<file path="config.mk">
export PLATFORM = sky130hd
export DESIGN_NAME = acd_exec
export DESIGN_NICKNAME = d
export VERILOG_FILES = /design/src/design/acd_pkg.sv /design/src/design/acd_add_if.sv /design/src/design/acd_adder.sv /design/src/design/acd_exec.sv
export SDC_FILE = /design/constraint.sdc
export NUM_CORES = 1
export LEC_CHECK = 0
export ABC_AREA = 1
export BUFFER_PORTS_ARGS = -buffer_cell sky130_fd_sc_hd__buf_2
export CAP_MARGIN = 20
export CORE_MARGIN = 5
export CORE_UTILIZATION = 44
export CTS_CLUSTER_SIZE = 30
export DETAILED_ROUTE_END_ITERATION = 12
export PLACE_DENSITY = 0.86
export SYNTH_ARGS = -nofsm -noshare
export SYNTH_HDL_FRONTEND = slang
export SYNTH_SLANG_ARGS = --single-unit
</file>
<file path="constraint.sdc">
create_clock -name clk_i -period 4 [get_ports clk_i]
set_input_delay 1 -clock clk_i [delete_from_list [all_inputs] [get_ports clk_i]]
set_output_delay 1 -clock clk_i [all_outputs]
set_load 0.03 [all_outputs]
</file>
<file path="src/design/acd_pkg.sv">
package acd_pkg;
    localparam int unsigned WORD_W   = 4;
    localparam int unsigned OPCODE_W = 10;

    // Instruction encodings and the mask that strips the immediate field
    localparam logic [9:0] ADD_IMM_CODE    = 10'h060;
    localparam logic [9:0] ADD_IMM_MASK    = 10'h3F0;
    localparam logic [9:0] ADD_MEM_CODE    = 10'h00A;
    localparam logic [9:0] ADD_MEM_CY_CODE = 10'h00B;
    localparam logic [9:0] CONV_START_CODE = 10'h29F;
    localparam logic [9:0] SKIP_DONE_CODE  = 10'h287;

    // Field positions
    localparam int unsigned IMM_LSB         = 0;
    localparam int unsigned IMM_MSB         = 3;
    localparam int unsigned CMP_MODE_BIT    = 3;

    // Reset values
    localparam logic [3:0] ACC_RESET   = 4'h0;
    localparam logic       CARRY_RESET = 1'b0;
    localparam logic       DONE_RESET  = 1'b0;
    localparam logic       SKIP_RESET  = 1'b0;
    localparam logic       PULSE_RESET = 1'b0;

    typedef enum logic [2:0] {
        ACD_OP_NONE,
        ACD_OP_ADD_IMM,
        ACD_OP_ADD_MEM,
        ACD_OP_ADD_MEM_CY,
        ACD_OP_CONV_START,
        ACD_OP_SKIP_DONE
    } acd_op_type;
endpackage
</file>
<file path="src/design/acd_add_if.sv">
// Operands and result of the 4-bit accumulator adder
interface acd_add_if;
    import acd_pkg::*;
    logic [WORD_W-1:0] op_a;
    logic [WORD_W-1:0] op_b;
    logic              carry_in;
    logic [WORD_W-1:0] sum;
    logic              carry_out;

    modport user (output op_a, output op_b, output carry_in, input sum, input carry_out);
    modport adder (input op_a, input op_b, input carry_in, output sum, output carry_out);
endinterface

</file>
<file path="src/design/acd_adder.sv">
// Modulo-16 adder; carry out of bit 3 doubles as the overflow indication
module acd_adder
    import acd_pkg::*;
(
    acd_add_if.adder add_if
);
    logic [WORD_W:0] wide_sum;

    // One extra bit keeps the carry out of bit 3
    assign wide_sum = {1'b0, add_if.op_a} + {1'b0, add_if.op_b}
                    + {{WORD_W{1'b0}}, add_if.carry_in};  // [RL9]
    assign add_if.sum       = wide_sum[WORD_W-1:0];       // [RL9]
    assign add_if.carry_out = wide_sum[WORD_W];           // [RL9]
endmodule

</file>
<file path="src/design/acd_exec.sv">
// Function
// [RL1] Immediate add puts accumulator plus 4-bit immediate into accumulator in one cycle.
// [RL2] Immediate add never touches the carry flag.
// [RL3] Immediate add skips next instruction when no overflow, else runs it.
// [RL4] Convert start clears done flag, then starts conversion when control bit 3 is 0.
// [RL5] With compare mode bit set, convert start begins a comparator operation instead.
// [RL6] Memory add puts accumulator plus pointed word into accumulator; carry unchanged.
// [RL7] Memory add with carry sums accumulator, pointed word, carry; carry takes carry out.
// [RL8] Skip on done: when done flag set, skip next instruction and clear flag.
// [RL9] Additions are modulo 16; carry out of bit 3 is the overflow.
module acd_exec
    import acd_pkg::*;
(
    input  wire logic                clk_i,
    input  wire logic                rstn_i,
    input  wire logic                instr_valid_i,
    input  wire logic [OPCODE_W-1:0] instr_code_i,
    input  wire logic [WORD_W-1:0]   pointed_memory_word_i,
    input  wire logic [WORD_W-1:0]   converter_control_reg_i,
    input  wire logic                conversion_complete_i,
    output logic [WORD_W-1:0]        accumulator_o,
    output logic                     carry_flag_o,
    output logic                     conversion_done_flag_o,
    output logic                     skip_next_o,
    output logic                     instr_skipped_o,
    output logic                     conversion_start_o,
    output logic                     comparator_start_o,
    output logic                     instr_executed_o
);
    logic [WORD_W-1:0] acc_q;
    logic [WORD_W-1:0] acc_d;
    logic              carry_q;
    logic              carry_d;
    logic              done_q;
    logic              done_d;
    logic              skip_q;
    logic              skip_d;
    logic              conv_start_q;
    logic              conv_start_d;
    logic              cmp_start_q;
    logic              cmp_start_d;
    logic              skipped_q;
    logic              skipped_d;
    logic              executed_q;
    logic              executed_d;

    acd_op_type        op;
    acd_add_if         add_bus ();

    // Decode; an instruction fetched while a skip is pending is squashed
    wire               take       = instr_valid_i && !skip_q;
    wire               squash     = instr_valid_i && skip_q;
    wire               is_add_imm = (instr_code_i & ADD_IMM_MASK) == ADD_IMM_CODE;
    wire               is_add_mem = instr_code_i == ADD_MEM_CODE;
    wire               is_add_cy  = instr_code_i == ADD_MEM_CY_CODE;
    wire               is_conv    = instr_code_i == CONV_START_CODE;
    wire               is_snz     = instr_code_i == SKIP_DONE_CODE;
    wire [WORD_W-1:0]  imm_value  = instr_code_i[IMM_MSB:IMM_LSB];
    wire               cmp_mode   = converter_control_reg_i[CMP_MODE_BIT];

    // Priority order is irrelevant since the codes are disjoint
    always_comb begin
        op = ACD_OP_NONE;
        if (take) begin
            if (is_add_imm) begin
                op = ACD_OP_ADD_IMM;
            end else if (is_add_mem) begin
                op = ACD_OP_ADD_MEM;
            end else if (is_add_cy) begin
                op = ACD_OP_ADD_MEM_CY;
            end else if (is_conv) begin
                op = ACD_OP_CONV_START;
            end else if (is_snz) begin
                op = ACD_OP_SKIP_DONE;
            end
        end
    end

    // Adder operands; carry enters only for the memory-with-carry form
    assign add_bus.op_a     = acc_q;
    assign add_bus.op_b     = (op == ACD_OP_ADD_IMM) ? imm_value : pointed_memory_word_i; // [RL1]
    assign add_bus.carry_in = (op == ACD_OP_ADD_MEM_CY) ? carry_q : 1'b0;                 // [RL7]

    acd_adder u_adder (
        .add_if (add_bus.adder)
    );

    // Accumulator and carry; only the three add forms write them
    always_comb begin
        acc_d   = acc_q;
        carry_d = carry_q;
        unique case (op)
            ACD_OP_NONE, ACD_OP_CONV_START, ACD_OP_SKIP_DONE: begin
            end
            ACD_OP_ADD_IMM: begin
                acc_d = add_bus.sum;              // [RL1] [RL9] carry stays put [RL2]
            end
            ACD_OP_ADD_MEM: begin
                acc_d = add_bus.sum;              // [RL6] carry stays put
            end
            ACD_OP_ADD_MEM_CY: begin
                acc_d   = add_bus.sum;            // [RL7]
                carry_d = add_bus.carry_out;      // [RL7] [RL9]
            end
        endcase
    end

    // Done flag, pending skip and the event pulses
    always_comb begin
        done_d       = done_q;
        skip_d       = skip_q;
        conv_start_d = 1'b0;
        cmp_start_d  = 1'b0;
        skipped_d    = squash;
        executed_d   = op != ACD_OP_NONE;
        if (squash) begin
            skip_d = 1'b0;  // The squashed slot consumes the pending skip
        end
        unique case (op)
            ACD_OP_NONE, ACD_OP_ADD_MEM, ACD_OP_ADD_MEM_CY: begin
            end
            ACD_OP_ADD_IMM: begin
                skip_d = !add_bus.carry_out;      // [RL3]
            end
            ACD_OP_CONV_START: begin
                done_d       = 1'b0;              // [RL4]
                conv_start_d = !cmp_mode;         // [RL4]
                cmp_start_d  = cmp_mode;          // [RL5]
            end
            ACD_OP_SKIP_DONE: begin
                if (done_q) begin
                    skip_d = 1'b1;                // [RL8]
                    done_d = 1'b0;                // [RL8]
                end
            end
        endcase
        // A completion in the clearing cycle must not be lost
        if (conversion_complete_i) begin
            done_d = 1'b1;
        end
    end

    // Accumulator register
    always_ff @(posedge clk_i) begin
        if (!rstn_i) begin
            acc_q <= ACC_RESET;
        end else begin
            acc_q <= acc_d;
        end
    end

    // Carry flag; only the carry-add form moves it
    always_ff @(posedge clk_i) begin
        if (!rstn_i) begin
            carry_q <= CARRY_RESET;
        end else begin
            carry_q <= carry_d;
        end
    end

    // Done flag; set wins over clear in the next-state logic
    always_ff @(posedge clk_i) begin
        if (!rstn_i) begin
            done_q <= DONE_RESET;
        end else begin
            done_q <= done_d;
        end
    end

    // Pending skip; cleared at reset so the first slot always runs
    always_ff @(posedge clk_i) begin
        if (!rstn_i) begin
            skip_q <= SKIP_RESET;
        end else begin
            skip_q <= skip_d;
        end
    end

    // Conversion start pulse, registered so it is glitch free
    always_ff @(posedge clk_i) begin
        if (!rstn_i) begin
            conv_start_q <= PULSE_RESET;
        end else begin
            conv_start_q <= conv_start_d;
        end
    end

    // Comparator start pulse
    always_ff @(posedge clk_i) begin
        if (!rstn_i) begin
            cmp_start_q <= PULSE_RESET;
        end else begin
            cmp_start_q <= cmp_start_d;
        end
    end

    // Squashed-slot marker, one cycle late like every other output
    always_ff @(posedge clk_i) begin
        if (!rstn_i) begin
            skipped_q <= PULSE_RESET;
        end else begin
            skipped_q <= skipped_d;
        end
    end

    // Executed marker; unknown codes leave it low
    always_ff @(posedge clk_i) begin
        if (!rstn_i) begin
            executed_q <= PULSE_RESET;
        end else begin
            executed_q <= executed_d;
        end
    end

    // All outputs straight from flip-flops
    assign accumulator_o          = acc_q;
    assign carry_flag_o           = carry_q;
    assign conversion_done_flag_o = done_q;
    assign skip_next_o            = skip_q;
    assign instr_skipped_o        = skipped_q;
    assign conversion_start_o     = conv_start_q;
    assign comparator_start_o     = cmp_start_q;
    assign instr_executed_o       = executed_q;
endmodule

</file>
# Word level (Yosys, flattened, before mapping)
# Index checks and enable logic that the tools add are counted.
[classes]
n_addsub = 2
n_eq_ne = 10
mux = 13
n_reduce_logical = 10
[ops]
columns = ["op", "count"]
rows = [
  ["== test 10 bit, second input constant", 2],
  ["== test 10 x 4 -> 1 bit, second input constant", 2],
  ["2-to-1 mux 3 bit", 6],
  ["== test 3 x 2 -> 1 bit, second input constant", 2],
  ["== test 3 bit, second input constant", 2],
  ["== test 6 x 3 -> 1 bit, second input constant", 1],
  ["adder 4 x 4 -> 5 bit", 1],
  ["adder 5 x 1 -> 5 bit", 1],
  ["2-to-1 mux 1 bit", 5],
  ["2-to-1 mux 4 bit", 1],
  ["== test 3 x 1 -> 1 bit, second input constant", 1],
  ["logical NOT 1 bit", 3],
  ["nonzero test 3 bit", 1],
  ["OR reduction 3 bit", 1],
  ["logical AND 1 bit", 2],
  ["one-hot mux 1 bit (2 select lines)", 1],
  ["AND reduction 2 bit", 1],
  ["nonzero test 2 bit", 1],
  ["OR reduction 2 bit", 1],
]
[word_totals]
reg_bits = 11
output_inout_bits = 11
elab_cells = 43

# Depth between registers and ports, before layout
[depth]
ltp_word = 13
ltp_mapped = 18
ltp_nobuf = 18

# Hierarchy
# From an unflattened synthesis, not the netlist that was laid out.
[hier_totals]
cells_unflattened = 143
area_unflattened_um2 = 879.6
[by_module_without_submodules]
columns = ["mod", "n_inst", "cells_per_inst", "area_per_inst_um2", "seq_area_each_um2"]
rows = [
  ["acd_exec", 1, 118, 714.4, 220.2],
  ["acd_adder", 1, 25, 165.2, 0.0],
]

# Worst setup path before layout
# No wires, ideal clock.
[synth_timing]
path_type = "in2reg"
start = "in instr_code_i[9]"
end = "reg skip_q (netlist: skip_next_o)"
t_arrival_ns = 3.052
setup_slack_ns = 0.831
path_stages = 16
path_cell_list = "nor2_2 nand4_1 nand2_1 and2b_4 nor2_4 nand2_2 nand2_1 o21ai_0 fa_1 fa_1 nor2_1 a211oi_1 nand2_1 nand2_1 nand2_1 a21oi_1"
[synth_between]
elab_chain_cells = 13
word_cells_on_any_way = 20
cone_classes = "add/sub (2); eq/ne (8); mux (9); reduce/logical (1)"
[synth_lines]
columns = ["element", "line_no", "rtl"]
rows = [
  ["start, declared", "acd_exec.sv:17", "input wire logic [OPCODE_W-1:0] instr_code_i,"],
  ["== test 10 bit", "acd_exec.sv:57", "wire is_snz = instr_code_i == SKIP_DONE_CODE;"],
  ["2-to-1 mux 3 bit", "acd_exec.sv:73", "end else if (is_snz) begin"],
  ["2-to-1 mux 3 bit", "acd_exec.sv:71", "end else if (is_conv) begin"],
  ["2-to-1 mux 3 bit", "acd_exec.sv:69", "end else if (is_add_cy) begin"],
  ["2-to-1 mux 3 bit", "acd_exec.sv:67", "end else if (is_add_mem) begin"],
  ["2-to-1 mux 3 bit (*)", "acd_exec.sv:65", "if (is_add_imm) begin"],
  ["2-to-1 mux 3 bit (*)", "acd_exec.sv:64", "if (take) begin"],
  ["== test 3 x 1 -> 1 bit", "acd_exec.sv:81, acd_exec.sv:119", ""],
  ["2-to-1 mux 4 bit", "acd_exec.sv:81", "assign add_bus.op_b = (op == ACD_OP_ADD_IMM) ? imm_value : pointed_memory_word_i;"],
  ["adder 4 x 4 -> 5 bit", "acd_adder.sv:10", "assign wide_sum = {1'b0, add_if.op_a} + {1'b0, add_if.op_b}"],
  ["adder 5 x 1 -> 5 bit", "acd_adder.sv:11", "+ {{WORD_W{1'b0}}, add_if.carry_in};"],
  ["logical NOT 1 bit", "acd_exec.sv:123", "skip_d = !add_bus.carry_out;"],
  ["one-hot mux 1 bit (2 select lines) (*)", "acd_exec.sv:119", "unique case (op)"],
  ["end signal, assigned", "acd_exec.sv:175", "skip_q <= skip_d;"],
  ["end, declared", "acd_exec.sv:36", "logic skip_q;"],
]
# Every way passes the cells marked *; elsewhere a longest branch is shown, timed or not.
# A chain may end at the register's enable or synchronous reset.

# Final worst setup path
# Ends and elaborated chain as after synthesis.

==> results.toml <==
[outcome]
outcome = "complete, no violations"

[pwr]
pwr_density_cell_nw_per_um2 = 226.8
finalPower_uw = 225.3
power.static_leakage_uw = 0.0005058
irDropWorstVdd_uv = 294.1

[final_layout]
antennaDiodeCount = 0
fin_nets = 183
multi_input_area_um2 = 503.0
nFillCells = 172
utilization_pct = 57.54
syn_to_final_growth_pct = 23.87
final_common_cell = "buf_2"
drive_gt1_share_pct = 28.39
regArea_um2 = 220.2
postLayoutCellArea_um2 = 993.5
final_cell_mix = "buf_2 (29), nand2_1 (28), inv_1 (17), nor2_1 (16), nand3_1 (14)"

[sta]
period_needed_ns = 3.253
fmax_ghz = 0.3074
finalClockSkew_ns = 0.001583
setup_tns_ns = 0
maxSlewViolCount = 0
period_share_pct = 81.32
slew_headroom_pct = 80.73
worst_pin_slew_ns = 0.2873
hold_violations = 0
rsz0062_at_grt = "no"
setup_viol_count_final = 0

[logic_synthesis]
yosysUniqueCellTypes = 21
ys_seq_elements = 11
syn_inst = 123
avgSynthCellArea_um2 = 6.520
syn_nets = 150
seq_area_frac_synth_pct = 27.46
syn_area_um2 = 802.0
yosysWarnings = 0

[die]
die-area_um2 = 2777
initial_core_util_pct = 46.45
row_count = 15
dieWidth_um = 52.70
io_pins = 33
core-area_um2 = 1727
die_y_um = 52.70

[place]
dpl.hpwl_mm = 1.434
io_buffers = 29
place_congestion = 0.7709
placed_cell_area_um2 = 967.2

[routing]
postRouteWirelength_mm = 1.687
wl_per_cell_um = 9.372
first_iter_violations = 10
first_pass_iters = 4
ant_nets = 0
vias = 843
drc = 0
post_drt_via_cell_ratio = 4.683

[grt]
antenna_found_initial = 0
grt_overflow_total = 0
grt_pass1_wl_mm = 2.787
track_usage_pct = 13.33
grt_pass1_vias = 759
grt_max_degree = 14

[critical_path]
cp.required_ns = 4.16
crit_type = "primary input to flop"
rr_worst_depth = 15
critPathArrivalTime_ns = 3.41
endpoint_kind = "flop"
crit_fanout = 7
critPathLaunchType = "primary input"

[clock_network]
hold_buffers = 0
cts_tree = "yes"
post_cts_buffers = 0
clockRootBuffer = "clkbuf_4"
clock_latency_ns = 0.27
htree_levels = 1
cts_sinks = 11
path_clk_slew_ns = 0.06
cts_resized = 0
cts_made_buffers = 3
clockBufferDepth = 2

[min_path]
whs_path_depth = 2
hp-class = "flop to flop"

[job]
drv_cap = 0
-- power breakdown --
| group | internal (uW) | switching (uW) | total (uW) |
|---|---|---|---|
| registers | 111 | 0.905 | 112 |
| clock network | 38.6 | 35.4 | 74.0 |
| logic | 16.1 | 23.6 | 39.7 |
| total | 165 | 59.9 | 225 |
-- metal layers --
| layer | share of wire (%) | track usage [%] | up-vias |
|---|---|---|---|
| li1 | - | - | 457 |
| met2 | 50 | 23.97 | 19 |
| met1 | 43 | 14.24 | 364 |
| met5 | 0 | 0 | - |
| met4 | 1.1 | 5.106 | 0 |
| met3 | 6.5 | 4.274 | 3 |
-- metrics by stage --
step,std cells,setup WS [ns],hold slack [ns]
6_report,180,0.7470,0.4592
5_1_grt,180,0.5594,0.4837
4_1_cts,180,0.7391,0.4632
3_5_place_dp,176,0.4677,0.4523
3_3_place_gp,176,0.5076,0.4495
2_1_floorplan,123,0.8313,0.5745
-- registers in the layout, indices dropped and copies added, names as in the netlist --
name	flops
accumulator_o	4
carry_flag_o	1
comparator_start_o	1
conversion_done_flag_o	1
conversion_start_o	1
instr_executed_o	1
instr_skipped_o	1
skip_next_o	1
-- cell usage after synthesis (all sizes together) --
cell type | count | area share, %
nand2 | 33 | 17
nor2 | 20 | 11
inv | 18 | 8.4
nand3 | 14 | 8.7
dfxtp | 11 | 27
a21oi | 10 | 6.7
o21ai | 4 | 2.5
ha | 3 | 4.7
fa | 2 | 5.0
nand4 | 2 | 1.6
a211oi | 1 | 0.94
and2b | 1 | 1.2
buf | 1 | 1.4
nor3b | 1 | 0.94
xnor2 | 1 | 1.1
xor2 | 1 | 1.1
-- logic make-up after synthesis --
kind of cell	share of synthesized area, %
buf+inv	9.828
xor+xnor	2.184
simple gates	40.72
compound gates	10.14
flops	27.46
fa+ha+maj	9.673
-- cell type report --
cell class                 instances  area share (%)
multi-input combinational         93           50.63
sequential                        11           22.17
timing repair buffer              29           14.61
inverter                          18           6.801
tap                               25           3.149
clock buffer                       4           2.645
-- worst max-delay path, cell delays in order --
cell	delay (ns)
buf_2	0.11
nor2_2	0.14
nand4_1	0.12
nand2_1	0.12
and2b_4	0.22
nor2_4	0.12
nand2_2	0.10
nand2_1	0.07
o21ai_0	0.11
fa_1	0.45
fa_1	0.42
nor2_1	0.12
a211oi_1	0.06
nand2_1	0.08
nand2_1	0.05
nand2_1	0.06
a21oi_1	0.05
-- path summary, 6_finish.rpt --
kind,from,end,slack [ns]
setup / recovery,instr_code_i[9],skip_next_o,0.75
hold / removal,skip_next_o,instr_skipped_o,0.46
setup reg to reg,skip_next_o,skip_next_o,1.44
hold reg to reg,skip_next_o,instr_skipped_o,0.46
No activity file was read; power rests on OpenSTA's default activity.
